--- src/include/scp_pkg.sv ---
// Shared constants and types of the charger SMBus target port
// Assumes a 50 MHz system clock and the bus pins sampled through synchronisers
package scp_pkg;

  // ****************************************
  // Bus addressing
  // ****************************************
  localparam logic [6:0] TARGET_ADDR = 7'h09;
  localparam logic [7:0] CMD_OPTION_CONTROL = 8'h12;
  localparam logic [7:0] CMD_BATTERY_CURRENT = 8'h14;
  localparam logic [7:0] CMD_BATTERY_VOLTAGE = 8'h15;
  localparam logic [7:0] CMD_ADAPTER_LIMIT = 8'h3F;
  localparam logic [7:0] CMD_MAKER_ID = 8'hFE;
  localparam logic [7:0] CMD_PART_ID = 8'hFF;

  // ****************************************
  // Reset values and identity defaults
  // ****************************************
  localparam logic [15:0] RST_OPTION_CONTROL = 16'h0000;
  localparam logic [15:0] RST_BATTERY_CURRENT = 16'h0000;
  localparam logic [15:0] RST_BATTERY_VOLTAGE = 16'h0000;
  localparam logic [15:0] RST_ADAPTER_LIMIT = 16'h0000;
  // Arbitrary identity values
  localparam logic [15:0] DEF_MAKER_ID = 16'h00A5;
  localparam logic [15:0] DEF_PART_ID = 16'h005A;

  // ****************************************
  // Byte framing
  // ****************************************
  localparam logic [3:0] BIT_LAST = 4'h7;
  localparam logic [3:0] BITS_PER_BYTE = 4'h8;
  localparam logic [1:0] IDX_ADDR = 2'h0;
  localparam logic [1:0] IDX_CMD = 2'h1;
  localparam logic [1:0] IDX_LOW = 2'h2;
  localparam logic [1:0] IDX_HIGH = 2'h3;

  // ****************************************
  // Timing
  // ****************************************
  localparam int CLK_KHZ = 50000;
  localparam int TIMEOUT_MS = 25;
  localparam int TIMEOUT_CYCLES_DEF = TIMEOUT_MS * CLK_KHZ;
  localparam int TIMEOUT_CNT_W = 21;

  // ****************************************
  // Types
  // ****************************************
  typedef enum logic [2:0] {
    ST_IDLE = 3'b000,
    ST_RX = 3'b001,
    ST_ACK = 3'b010,
    ST_TX = 3'b011,
    ST_TXACK = 3'b100,
    ST_WAIT = 3'b101
  } scp_state_t;

  typedef struct packed {
    logic [15:0] optionControl;
    logic [15:0] batteryCurrentSetpoint;
    logic [15:0] batteryVoltageSetpoint;
    logic [15:0] adapterCurrentLimit;
  } scp_settings_t;

  typedef struct packed {
    logic en;
    logic [7:0] cmd;
    logic [15:0] data;
  } scp_write_t;

  // Command accepted by the port
  function automatic logic scp_known_cmd(input logic [7:0] c);
    return (c == CMD_OPTION_CONTROL) || (c == CMD_BATTERY_CURRENT) ||
           (c == CMD_BATTERY_VOLTAGE) || (c == CMD_ADAPTER_LIMIT) ||
           (c == CMD_MAKER_ID) || (c == CMD_PART_ID);
  endfunction

endpackage

--- src/logic/scp_reg_file.sv ---
// Setting and identification words of the charger port
// Assumes one write strobe per cycle from the bus engine on the same clock
`timescale 1ns/1ps
`default_nettype none
module scp_reg_file #(
  parameter logic [15:0] MAKER_ID = scp_pkg::DEF_MAKER_ID,
  parameter logic [15:0] PART_ID = scp_pkg::DEF_PART_ID
) (
  input wire logic clk_sys,
  input wire logic srst,
  input wire scp_pkg::scp_write_t wr,
  input wire logic [7:0] rdCmd,
  output var logic [15:0] rdData,
  output var scp_pkg::scp_settings_t settings
);
  import scp_pkg::*;

  // ****************************************
  // Read selection
  // ****************************************
  logic [15:0] rdSel;
  assign rdSel = (rdCmd == CMD_OPTION_CONTROL) ? settings.optionControl :
                 (rdCmd == CMD_BATTERY_CURRENT) ? settings.batteryCurrentSetpoint :
                 (rdCmd == CMD_BATTERY_VOLTAGE) ? settings.batteryVoltageSetpoint :
                 (rdCmd == CMD_ADAPTER_LIMIT) ? settings.adapterCurrentLimit :
                 (rdCmd == CMD_MAKER_ID) ? MAKER_ID :
                 (rdCmd == CMD_PART_ID) ? PART_ID : 16'h0000;

  // ****************************************
  // Storage
  // ****************************************
  always_ff @(posedge clk_sys) begin
    if (srst) begin
      settings <= {RST_OPTION_CONTROL, RST_BATTERY_CURRENT,
                   RST_BATTERY_VOLTAGE, RST_ADAPTER_LIMIT};
      rdData <= 16'h0000;
    end else begin
      rdData <= rdSel;
      if (wr.en) begin
        case (wr.cmd)
          CMD_OPTION_CONTROL: settings.optionControl <= wr.data;
          CMD_BATTERY_CURRENT: settings.batteryCurrentSetpoint <= wr.data;
          CMD_BATTERY_VOLTAGE: settings.batteryVoltageSetpoint <= wr.data;
          CMD_ADAPTER_LIMIT: settings.adapterCurrentLimit <= wr.data;
          default: ;
        endcase
      end
    end
  end

endmodule
`default_nettype wire

--- src/logic/scp_smbus_target.sv ---
// SMBus target engine of the charger port: word read and word write
// Assumes open-drain bus wires resolved outside, pins asynchronous to clk_sys
//
// Summary of operation
// - Target only, never starts or clocks
// - Answer only address 0b0001001
// - Only word read and word write
// - Commands 0xFF, 0xFE return identity words
// - Active only when supply and adapter good
// - Clock high, data falling begins transfer
// - Clock high, data rising ends, go idle
// - Data changes only while clock low
// - Eight-bit bytes, sampled on clock rise
// - Ninth clock carries receiver acknowledge low
// - Whole transaction between START and STOP
// - Most significant bit first
// - Write: address, command, low, high, acked
// - Setpoints at 0x14, 0x15, 0x3F read/write
// - Read: repeated START, low then high
// - Direction bit low write, high read
// - Clock low past 25 ms aborts transfer
`timescale 1ns/1ps
`default_nettype none
module scp_smbus_target #(
  parameter int TIMEOUT_CYCLES = scp_pkg::TIMEOUT_CYCLES_DEF,
  parameter logic [15:0] MAKER_ID = scp_pkg::DEF_MAKER_ID,
  parameter logic [15:0] PART_ID = scp_pkg::DEF_PART_ID
) (
  input wire logic clk_sys,
  input wire logic srst,
  input wire logic sclIn,
  input wire logic sdaIn,
  output logic sdaOut,
  output logic sdaOe,
  input wire logic supplyLockoutOk,
  input wire logic adapterDetectInputOk,
  output logic busActive,
  output scp_pkg::scp_settings_t settings
);
  import scp_pkg::*;

  // ****************************************
  // Pin synchronisers
  // ****************************************
  logic [1:0] sclSync;
  logic [1:0] sdaSync;
  logic [1:0] lockSync;
  logic [1:0] adetSync;
  logic sclPrev;
  logic sdaPrev;

  always_ff @(posedge clk_sys) begin
    if (srst) begin
      sclSync <= 2'h3;
      sdaSync <= 2'h3;
      lockSync <= 2'h0;
      adetSync <= 2'h0;
      sclPrev <= 1'b1;
      sdaPrev <= 1'b1;
    end else begin
      sclSync <= {sclSync[0], sclIn};
      sdaSync <= {sdaSync[0], sdaIn};
      lockSync <= {lockSync[0], supplyLockoutOk};
      adetSync <= {adetSync[0], adapterDetectInputOk};
      sclPrev <= sclSync[1];
      sdaPrev <= sdaSync[1];
    end
  end

  // ****************************************
  // Bus event decode
  // ****************************************
  wire sclH = sclSync[1];
  wire sdaH = sdaSync[1];
  wire sclRise = sclH & ~sclPrev;
  wire sclFall = ~sclH & sclPrev;
  wire startDet = sclH & sclPrev & ~sdaH & sdaPrev;
  wire stopDet = sclH & sclPrev & sdaH & ~sdaPrev;
  wire busEnabled = lockSync[1] & adetSync[1];

  // ****************************************
  // Engine state
  // ****************************************
  scp_state_t state_reg, state_next;
  logic [3:0] bitCnt_reg, bitCnt_next;
  logic [1:0] byteIdx_reg, byteIdx_next;
  logic [7:0] shift_reg, shift_next;
  logic [7:0] cmd_reg, cmd_next;
  logic cmdValid_reg, cmdValid_next;
  logic rnw_reg, rnw_next;
  logic [7:0] dataLow_reg, dataLow_next;
  logic [7:0] txShift_reg, txShift_next;
  logic txHigh_reg, txHigh_next;
  logic masterAck_reg, masterAck_next;
  logic sdaOe_reg, sdaOe_next;
  logic [TIMEOUT_CNT_W-1:0] lowCnt_reg;
  logic wrStrobe;
  logic [15:0] rdData;
  scp_write_t wr;

  // ****************************************
  // Byte decisions
  // ****************************************
  wire byteEnd = (state_reg == ST_RX) && sclFall && (bitCnt_reg == BITS_PER_BYTE);
  wire addrHit = (shift_reg[7:1] == TARGET_ADDR);
  wire rxIsRead = shift_reg[0];
  wire addrOk = addrHit && (!rxIsRead || cmdValid_reg);
  wire ackOk = (byteIdx_reg == IDX_ADDR) ? addrOk :
               (byteIdx_reg == IDX_CMD) ? scp_known_cmd(shift_reg) : 1'b1;
  wire timeout = (lowCnt_reg == TIMEOUT_CNT_W'(TIMEOUT_CYCLES - 1));

  // ****************************************
  // Clock-low timeout counter
  // ****************************************
  always_ff @(posedge clk_sys) begin
    if (srst || state_reg == ST_IDLE || sclH) begin
      lowCnt_reg <= '0;
    end else if (!timeout) begin
      lowCnt_reg <= lowCnt_reg + 1'b1;
    end
  end

  // ****************************************
  // Next-state logic
  // ****************************************
  always_comb begin
    state_next = state_reg;
    bitCnt_next = bitCnt_reg;
    byteIdx_next = byteIdx_reg;
    shift_next = shift_reg;
    cmd_next = cmd_reg;
    cmdValid_next = cmdValid_reg;
    rnw_next = rnw_reg;
    dataLow_next = dataLow_reg;
    txShift_next = txShift_reg;
    txHigh_next = txHigh_reg;
    masterAck_next = masterAck_reg;
    sdaOe_next = sdaOe_reg;
    wrStrobe = 1'b0;
    if (!busEnabled || timeout) begin
      state_next = ST_IDLE;
      sdaOe_next = 1'b0;
      cmdValid_next = 1'b0;
    end else if (startDet) begin
      state_next = ST_RX;
      bitCnt_next = 4'h0;
      byteIdx_next = IDX_ADDR;
      sdaOe_next = 1'b0;
    end else if (stopDet) begin
      state_next = ST_IDLE;
      sdaOe_next = 1'b0;
      cmdValid_next = 1'b0;
    end else begin
      case (state_reg)
        ST_RX: begin
          if (sclRise) begin
            shift_next = {shift_reg[6:0], sdaH};
            bitCnt_next = bitCnt_reg + 4'h1;
          end
          if (byteEnd) begin
            if (ackOk) begin
              state_next = ST_ACK;
              sdaOe_next = 1'b1;
              if (byteIdx_reg == IDX_ADDR) begin
                rnw_next = rxIsRead;
              end else if (byteIdx_reg == IDX_CMD) begin
                cmd_next = shift_reg;
                cmdValid_next = 1'b1;
              end else if (byteIdx_reg == IDX_LOW) begin
                dataLow_next = shift_reg;
              end
            end else begin
              state_next = ST_WAIT;
            end
          end
        end
        ST_ACK: begin
          if (sclFall) begin
            sdaOe_next = 1'b0;
            bitCnt_next = 4'h0;
            if (byteIdx_reg == IDX_ADDR && rnw_reg) begin
              state_next = ST_TX;
              txShift_next = rdData[7:0];
              sdaOe_next = ~rdData[7];
              txHigh_next = 1'b0;
            end else if (byteIdx_reg == IDX_HIGH) begin
              wrStrobe = 1'b1;
              state_next = ST_WAIT;
            end else begin
              state_next = ST_RX;
              byteIdx_next = byteIdx_reg + 2'h1;
            end
          end
        end
        ST_TX: begin
          if (sclFall) begin
            if (bitCnt_reg == BIT_LAST) begin
              sdaOe_next = 1'b0;
              state_next = ST_TXACK;
            end else begin
              txShift_next = {txShift_reg[6:0], 1'b0};
              sdaOe_next = ~txShift_reg[6];
              bitCnt_next = bitCnt_reg + 4'h1;
            end
          end
        end
        ST_TXACK: begin
          if (sclRise) begin
            masterAck_next = ~sdaH;
          end
          if (sclFall) begin
            if (masterAck_reg && !txHigh_reg) begin
              state_next = ST_TX;
              txShift_next = rdData[15:8];
              sdaOe_next = ~rdData[15];
              txHigh_next = 1'b1;
              bitCnt_next = 4'h0;
            end else begin
              state_next = ST_WAIT;
            end
          end
        end
        default: ;
      endcase
    end
  end

  // ****************************************
  // State registers
  // ****************************************
  always_ff @(posedge clk_sys) begin
    if (srst) begin
      state_reg <= ST_IDLE;
      bitCnt_reg <= 4'h0;
      byteIdx_reg <= IDX_ADDR;
      shift_reg <= 8'h00;
      cmd_reg <= 8'h00;
      cmdValid_reg <= 1'b0;
      rnw_reg <= 1'b0;
      dataLow_reg <= 8'h00;
      txShift_reg <= 8'h00;
      txHigh_reg <= 1'b0;
      masterAck_reg <= 1'b0;
      sdaOe_reg <= 1'b0;
    end else begin
      state_reg <= state_next;
      bitCnt_reg <= bitCnt_next;
      byteIdx_reg <= byteIdx_next;
      shift_reg <= shift_next;
      cmd_reg <= cmd_next;
      cmdValid_reg <= cmdValid_next;
      rnw_reg <= rnw_next;
      dataLow_reg <= dataLow_next;
      txShift_reg <= txShift_next;
      txHigh_reg <= txHigh_next;
      masterAck_reg <= masterAck_next;
      sdaOe_reg <= sdaOe_next;
    end
  end

  // ****************************************
  // Outputs and register file
  // ****************************************
  assign sdaOut = 1'b0;
  assign sdaOe = sdaOe_reg;
  assign busActive = (state_reg != ST_IDLE);
  assign wr = '{en: wrStrobe, cmd: cmd_reg, data: {shift_reg, dataLow_reg}};

  scp_reg_file #(
    .MAKER_ID(MAKER_ID),
    .PART_ID(PART_ID)
  ) u_regs (
    .clk_sys(clk_sys),
    .srst(srst),
    .wr(wr),
    .rdCmd(cmd_reg),
    .rdData(rdData),
    .settings(settings)
  );
endmodule
`default_nettype wire

--- config.mk ---
export PLATFORM = sky130hd
export DESIGN_NAME = scp_smbus_target
export DESIGN_NICKNAME = d
export VERILOG_FILES = /design/src/include/scp_pkg.sv /design/src/logic/scp_reg_file.sv /design/src/logic/scp_smbus_target.sv
export SDC_FILE = /design/constraint.sdc
export NUM_CORES = 1
export LEC_CHECK = 0
export BUFFER_PORTS_ARGS = -buffer_cell sky130_fd_sc_hd__buf_2
export CORE_MARGIN = 5
export CORE_UTILIZATION = 35
export DETAILED_ROUTE_END_ITERATION = 8
export PLACE_DENSITY = 0.54
export SLEW_MARGIN = 20
export SYNTH_ARGS = -nofsm -noshare
export SYNTH_HDL_FRONTEND = slang
export SYNTH_HIERARCHICAL = 1
export SYNTH_SLANG_ARGS = --single-unit
export TNS_END_PERCENT = 1
--- constraint.sdc ---
create_clock -name clk_sys -period 2.65 [get_ports clk_sys]
set_input_delay 0.265 -clock clk_sys [delete_from_list [all_inputs] [get_ports clk_sys]]
set_output_delay 0.265 -clock clk_sys [all_outputs]
set_load 0.1 [all_outputs]
==> summary.txt, run 1 <==
Post-Synth Simple-Gate Area: 0.245
GP Congestion: 0.864
Worst Path Required: 2950 ps
Hold slack: 19.1 ps
CTS max path bufs: 2
Syn Area/Cell: 9.24 µm²
Post-route clock period utilization: 0.922
1st-iter DRT viols: 441
Most frequent cells after synthesis: dfxtp_1, nor2_1, mux2i_1, nand2_1, a21oi_1
CTS tree: yes
Final WS setup: 207 ps
Clock root buffer: clkbuf_16
WHS Path Cells: 2
Most numerous cell in the Yosys netlist: dfxtp_1
Largest family of logic cells by synthesized area: simple AND/OR/NAND/NOR gates
Die X: 156 µm
Crit-path max FO: 9
Worst EP arrival: 2740 ps
Via count: 6169
Number of flip-flops in the largest register: 64
Num rows: 53
IO buf count: 71
Vias/cell: 5.26
CP max stage delay: 350 ps
Area grow syn2layout: 16.8%
Highest clock rate: 409 MHz
Area share of the largest cell type after synthesis: 0.417
Wire per inst: 17.6 µm
# hold bufs at CTS: 0
Xor/xnor share of the synthesized area: 0.0211
Worst Reg2Reg Path Length in Cells: 10
DRC errors left: 0
CP max stage cell: dfxtp_1
# H-tree levels: 4
Setup CP Type: reg -> reg
Die area: 24400 µm²
Mux cell area share after synthesis: 0.122
Total congestion overflow: 0
Setup crit start: lowCnt_reg[0]
Largest net degree at the start of global routing: 93
Clk Latency, worst-skew pair: 430 ps
First-pass GRT wire length: 32500 µm
Num CTS Buffers: 17
Syn_nets: 824
Pre-CTS setup slack: 152 ps
Yosys cell types: 86
Adder-Cell Fraction of Synth Area: 0.0134
Min-delay worst type: in -> reg
CP Capture Type: register
Fin nets: 899
Mapped Area: 7480 µm²
# Max-Cap Violations: 0
LEAKAGE: 3.77 nW
Final Max Slew Viols: 0
Tmin final: 2440 ps
Post-Syn Instances: 810
Startpoint types: register
Core area: 21000 µm²
Starting Density: 0.356
Clk slew on worst S/H paths: 70 ps
Routed wire length: 20600 µm
DP Wirelength: 14300 µm
Final setup violation count: 0
Post-Route Skew: 12.8 ps
Sequential share of the synthesized area: 0.417
Primary FF master, synth: dfxtp_1
Outcome: finished clean
Layout cells sized above 1: 0.215
Top cells by area, synth: dfxtp_1, mux2i_1, nor2_1
Global Route Usage Sum: 0.168
FF+latch count, synth: 156
Final hold vios: 0
Clk sink count: 156
Power per cell area: 558 nW/µm²
Hold Startpoint: sclIn
Leading area contributor after synthesis: dfxtp_1
DRT Pass-1 Iters: 5
Vias in the first global route: 5861
Cts repair resizes: 0
Peak supply drop: 0.000466 V
N_diodes: 0
Compound-cell area share of the yosys netlist: 0.130
Post-synth EDFFs: 0
Synth warnings: 6
Fraction of registers with async set/reset: 0
Antenna violations before repair: 1
Post CTS Setup Buffer Count: 0
Remaining antenna violation count: 0
Slew @ Worst Pin: 605 ps
Worst reg2reg path startpoint: lowCnt_reg[0]
Top-level port count: 73
Rel. slew slack: 0.596
Die Span Y: 156 µm
Worst-path cell chain: ha_1 -> nand3_1 -> o211a_1 -> nand2_1 -> nor2_2 -> nor4bb_4 -> nor3b_2 -> buf_4 -> mux2i_1 -> nor2_1
[placed cells by master (no fill, tap or decap), drive strengths merged, types with 16 or more instances in the layout]
cell    count
dfxtp     156
nor2      135
buf       105
mux2i      91
nand2      58
a21oi      43
inv        23
nand3      22
o21ai      22
clkbuf     19
nor3       18
nor2b      16
[metrics by stage]
step	TNS (ps)	utilization	power (W)	std cells	instance area [µm²]
2_1_floorplan	0	-	0.00247	810	7480
3_3_place_gp	0	0.387	0.00249	1141	8140
3_5_place_dp	0	0.387	0.00249	1141	8140
4_1_cts	0	0.415	0.00494	1173	8730
5_1_grt	-61.9	0.416	0.00504	1173	8740
6_report	0	0.416	0.00488	1173	8740
[final cells by class]
cell class              instances  area, µm²
fillers                      2066      12300
clock buffers                  19        453
repair buffers                105        626
well taps                     275        344
clock inverters                13        131
multi-input cells             588       4000
flip-flops and latches        156       3120
inverters                      17       63.8
[final timing paths]
| kind | slack, ps | end |
|---|---|---|
| min reg2reg | 410 | sdaSync[1] |
| min | 20 | sclSync[0] |
| max reg2reg | 210 | u_regs/settings[31] |
| max | 210 | u_regs/settings[31] |
[logic make-up after synthesis]
family                   count (synthesis)
buffers and inverters                   66
flip-flops                             156
XOR/XNOR                                18
other                                    1
AO/OA/AOI/OAI                          134
multiplexers                            91
AND/OR/NAND/NOR                        336
adder cells (fa/ha/maj)                  8
[worst max-delay path, delay by kind of cell (launching register included)]
kind	cells	cell delay, ps
adders and majority gates	1	260
AOI/OAI and AO/OA	1	220
buffers and inverters	1	240
muxes	1	210
and+or+nand+nor	6	1030
DFF	1	350
[report_power, final]
group	switching, W	internal (W)
registers	0.00000534	0.00235
clock network	0.00108	0.00137
logic	0.0000579	0.0000210
[per-layer routing]
metal	global-route usage	part of all wire	vias to the layer above	wire length [µm]
li1	-	-	3020	-
met1	0.231	0.48	2976	9790
met2	0.269	0.47	156	9660
met3	0.0351	0.043	17	895
met4	0.0467	0.012	0	249
met5	0	0	-	0
Power figures use the tool's default switching activity.
==> inputs of run 2 (changes only) <==
--- a/config.mk
+++ b/config.mk
@@ -6,9 +6,10 @@
 export NUM_CORES = 1
 export LEC_CHECK = 0
 export BUFFER_PORTS_ARGS = -buffer_cell sky130_fd_sc_hd__buf_2
-export CORE_MARGIN = 5
+export CORE_MARGIN = 10
 export CORE_UTILIZATION = 35
 export DETAILED_ROUTE_END_ITERATION = 8
+export HOLD_SLACK_MARGIN = 0.03
 export PLACE_DENSITY = 0.54
 export SLEW_MARGIN = 20
 export SYNTH_ARGS = -nofsm -noshare
==> run 2 against run 1 <==
Net effect:
- clock-buffer cell count fell by 2
- clock skew rose by 0.73 ps
- wire length rose by 2.2%
- critical path depth did not move
- die area rose by 13%
- flip-flop and latch count did not move
- critical path type unchanged
==> summary.txt, run 2 (same netlist as run 1, synthesis figures left out) <==
Outcome: finished clean
Number of flip-flops in the largest register: 64
N_diodes: 0
Num rows: 53
Tmin final: 2480 ps
Clk Latency, worst-skew pair: 440 ps
# H-tree levels: 4
Clock root buffer: clkbuf_16
Vias in the first global route: 5831
CP max stage delay: 360 ps
Starting Density: 0.356
CTS max path bufs: 2
Die X: 166 µm
GP Congestion: 0.847
Setup crit start: lowCnt_reg[0]
Pre-CTS setup slack: 137 ps
Rel. slew slack: 0.428
Clk slew on worst S/H paths: 70 ps
Post-route clock period utilization: 0.936
Worst reg2reg path startpoint: lowCnt_reg[0]
Commonest non-fill, non-tap cell in the layout: dfxtp_1
Fillcell total: 2096
Worst EP arrival: 2800 ps
Buf/Inv on CP: 1
Hold Startpoint: supplyLockoutOk
Peak supply drop: 0.000409 V
PnR Total Power: 0.00488 W
First-pass GRT wire length: 33700 µm
Die Span Y: 166 µm
Worst Path Required: 2970 ps
RSZ-0062 raised after global routing: yes
DRC errors left: 0
# Max-Cap Violations: 0
Final hold vios: 0
Remaining antenna violation count: 0
Die area: 27600 µm²
Startpoint types: register
CP top delay family: simple AND/OR/NAND/NOR gates
Layout cells sized above 1: 0.213
Post-Route Skew: 13.6 ps
Global Route Usage Sum: 0.150
Top-level port count: 73
Final Max Slew Viols: 0
Core area: 21000 µm²
DP Wirelength: 14700 µm
Power per cell area: 556 nW/µm²
Routed wire length: 21100 µm
Via count: 6140
Leading cell types in the layout, fill and taps excluded: dfxtp_1, nor2_1, mux2i_1
Worst-path cell chain: ha_1 -> nand3_1 -> o211a_1 -> nand2_1 -> nor2_2 -> nor4bb_2 -> nor3b_2 -> buf_4 -> mux2i_1 -> nor2_1
LEAKAGE: 3.78 nW
CTS tree: yes
DP Area: 8150 µm²
Fin nets: 899
Min-delay worst type: in -> reg
CP max stage cell: nor4bb_2
DRT Pass-1 Iters: 5
Highest clock rate: 403 MHz
IO buf count: 71
Area grow syn2layout: 17.3%
Fin util: 0.418
Setup CP Type: reg -> reg
Design Area, Final: 8780 µm²
Num CTS Buffers: 17
Slew @ Worst Pin: 857 ps
Clk sink count: 156
Total congestion overflow: 0
1st-iter DRT viols: 540
Hold slack: 39.5 ps
Largest net degree at the start of global routing: 99
Antenna violations before repair: 0
CP Capture Type: register
Final WS setup: 170 ps
Final setup violation count: 0
Vias/cell: 5.23
Crit-path max FO: 9
Wire per inst: 17.9 µm
-- run 2: changes by cell type in the layout (fill, tap and decap cells not counted), sizes merged --
cell,delta
clkinvlp,+1
dlygate4sd3,+2
bufinv,-1
buf,-2
clkbuf,-2
clkinv,+3
inv,-1
-- run 2: power by group --
group | internal, W | switching, W | total [W]
combinational | 0.0000220 | 0.0000592 | 0.0000812
clock | 0.00127 | 0.00118 | 0.00245
sequential | 0.00235 | 0.00000439 | 0.00235
total | 0.00364 | 0.00124 | 0.00488
-- run 2: worst register-to-register path, stage by stage (launching register included) --
cell      delay [ps]
dfxtp_1          350
ha_1             270
nand3_1          120
o211a_1          200
nand2_1           90
nor2_2           180
nor4bb_2         360
nor3b_2          280
buf_4            250
mux2i_1          220
nor2_1            50
-- run 2: worst paths after layout --
kind                          to  slack [ps]  depth (start not counted)
min                  lockSync[0]          40                          2
max reg2reg  u_regs/settings[24]         170                         10
min reg2reg           sdaSync[1]         410                          1
max          u_regs/settings[24]         170                         10
-- run 2: routing by layer --
metal	global-route usage	wire [µm]	part of all wire
met1	0.198	10100	0.48
met2	0.233	9690	0.46
met3	0.0369	931	0.044
met4	0.0512	352	0.017
met5	0	0	0
-- run 2: area by class of cell --
| type | instances | area [µm²] | area share |
|---|---|---|---|
| multi-input cells | 588 | 4000 | 0.456 |
| repair buffers | 105 | 643 | 0.0733 |
| inverters | 17 | 63.8 | 0.00727 |
| flip-flops and latches | 156 | 3120 | 0.356 |
| clock buffers | 17 | 425 | 0.0485 |
| well taps | 275 | 344 | 0.0392 |
| clock inverters | 15 | 180 | 0.0205 |
-- run 2: repair_timing --
action	CTS	global route
setup buffers	0	0
endpoints found under the hold margin	2	0
gates resized for setup	0	2
hold buffers	2	0
endpoints found under the setup margin	0	16
-- run 2: stage by stage --
step	std cells	TNS, ps
2_1_floorplan	810	0
6_report	1173	0
3_3_place_gp	1139	0
4_1_cts	1173	0
5_1_grt	1173	-17.6
3_5_place_dp	1139	0
==> inputs of run 3 (changes only) <==
--- a/config.mk
+++ b/config.mk
@@ -11,6 +11,7 @@
 export DETAILED_ROUTE_END_ITERATION = 8
 export HOLD_SLACK_MARGIN = 0.03
 export PLACE_DENSITY = 0.54
+export RECOVER_POWER = 100
 export SLEW_MARGIN = 20
 export SYNTH_ARGS = -nofsm -noshare
 export SYNTH_HDL_FRONTEND = slang
==> run 3 against run 2 <==
Net effect:
- total power hardly changed
- worst hold slack hardly changed
- sequential share of layout area is 0.65 points higher
- design area is 1.8% lower
- setup slack better by 11 ps
- clock-buffer cell count stayed put
- utilization is 0.75 points lower
- via count stayed put
- register-to-register slack hardly changed
- wire length is 0.35% lower
- critical path depth stayed put
- flip-flop and latch count stayed put
- highest routed layer unchanged
==> summary.txt, run 3 (same netlist as run 1, synthesis figures left out) <==
Antenna violations before repair: 0
Post-route clock period utilization: 0.931
Final hold vios: 0
Wire per inst: 17.9 µm
IO buf count: 71
Clk slew on worst S/H paths: 70 ps
Final setup violation count: 0
Register Area: 3120 µm²
N_diodes: 0
Post-Route Skew: 13.8 ps
Worst Reg2Reg Path Length in Cells: 10
Fin nets: 899
Area grow syn2layout: 15.2%
CP Capture Type: register
Worst EP arrival: 2790 ps
Vias in the first global route: 5831
CTS tree: yes
Routed wire length: 21000 µm
Number of flip-flops in the largest register: 64
Setup CP Type: reg -> reg
Power per cell area: 566 nW/µm²
First-pass GRT wire length: 33700 µm
Peak supply drop: 0.000410 V
Starting Density: 0.356
Worst reg2reg path startpoint: lowCnt_reg[5]
GP Congestion: 0.847
Remaining antenna violation count: 0
Layout cells sized above 1: 0.133
RSZ-0062 raised after global routing: yes
Startpoint types: register
Setup crit start: lowCnt_reg[5]
WHS Path Cells: 2
Multi-input gate area: 3940 µm²
Clock root buffer: clkbuf_16
LEAKAGE: 3.48 nW
Outcome: finished clean
Die Span Y: 166 µm
Non-Filler Instances: 1173
Tmin final: 2470 ps
Worst r2r dst: u_regs/settings[7]
CTS max path bufs: 2
Crit-path max FO: 8
Design Area, Final: 8620 µm²
Worst Path Required: 2970 ps
Num CTS Buffers: 17
# H-tree levels: 4
Vias/cell: 5.23
DRC errors left: 0
Fin util: 0.410
Sum Neg Setup Slack: 0 ps
DP Wirelength: 14700 µm
DRT Pass-1 Iters: 4
Die area: 27600 µm²
Largest net degree at the start of global routing: 99
Clk sink count: 156
# Max-Cap Violations: 0
DP Area: 8150 µm²
Top-level port count: 73
Num rows: 53
Rel. slew slack: 0.102
Core area: 21000 µm²
Placed Cells: 1139
Min-delay worst type: in -> reg
Total congestion overflow: 0
Highest clock rate: 405 MHz
R2R Setup Slk: 180 ps
1st-iter DRT viols: 551
Commonest non-fill, non-tap cell in the layout: dfxtp_1
Die X: 166 µm
Fillcell total: 2133
Leading cell types in the layout, fill and taps excluded: dfxtp_1, nor2_1, mux2i_1
Global Route Usage Sum: 0.150
Clk Latency, worst-skew pair: 440 ps
Slew @ Worst Pin: 1340 ps
Final Max Slew Viols: 0
Via count: 6140
Worst setup path endpoint: u_regs/settings[7]
## run 3: changes by cell type in the layout (fill, tap and decap cells not counted), moves of 3 or more
cell      delta
buf_2       -65
clkbuf_2     +3
clkbuf_1    +67
buf_4        -6
## run 3: routing by layer
| layer | track usage | vias to the layer above | share of wire |
|---|---|---|---|
| li1 | - | 3023 | - |
| met1 | 0.198 | 2968 | 0.48 |
| met2 | 0.233 | 130 | 0.46 |
| met3 | 0.0369 | 19 | 0.040 |
| met4 | 0.0512 | 0 | 0.014 |
| met5 | 0 | - | 0 |
## run 3: layout make-up
| cell class | instances | share of cell area |
|---|---|---|
| multi-input cells | 588 | 0.457 |
| well taps | 275 | 0.0399 |
| repair buffers | 105 | 0.0634 |
| clock inverters | 15 | 0.0209 |
| flip-flops and latches | 156 | 0.362 |
| inverters | 17 | 0.00740 |
| clock buffers | 17 | 0.0493 |
## run 3: through the flow
| stage | power, W | hold WS, ps | setup slack [ps] |
|---|---|---|---|
| after floorplan | 0.00247 | 369 | 96.7 |
| after global placement | 0.00249 | 397 | 190 |
| after detailed placement | 0.00249 | 399 | 137 |
| after CTS | 0.00493 | 30.4 | 98.8 |
| after global routing | 0.00504 | 34.2 | -17.6 |
| final | 0.00488 | 39.4 | 182 |
## run 3: where the power goes
| group | internal [W] | switching, W |
|---|---|---|
| clock | 0.00127 | 0.00117 |
| sequential | 0.00235 | 0.00000443 |
| combinational | 0.0000217 | 0.0000588 |
| total | 0.00364 | 0.00124 |
## run 3: critical path: stages, from the launching register on
cell and delay [ps]:
dfxtp_1 350, nor4bb_1 530, nand4_4 200, o211a_1 280
nand2_1 100, nor2_2 70, nand2_1 80, or3_1 130
clkbuf_2 310, mux2i_1 250, nor2_1 60
## run 3: worst min path at each step
stage | slack [ps] | endpoint | startpoint
detailed placement | 400 | sdaSync[1] | sdaSync[0]
global route | 30 | lockSync[0] | supplyLockoutOk
floorplan | 370 | sclSync[0] | sclIn
global placement | 400 | sclSync[1] | sclSync[0]
finish | 40 | lockSync[0] | supplyLockoutOk
CTS | 30 | lockSync[0] | supplyLockoutOk
## run 3: timing repair
item,in CTS,in global routing
hold buffers,2,0
gates resized for setup,0,2
setup endpoints to repair,0,16
buffers inserted,0,0
endpoints found under the hold margin,2,0
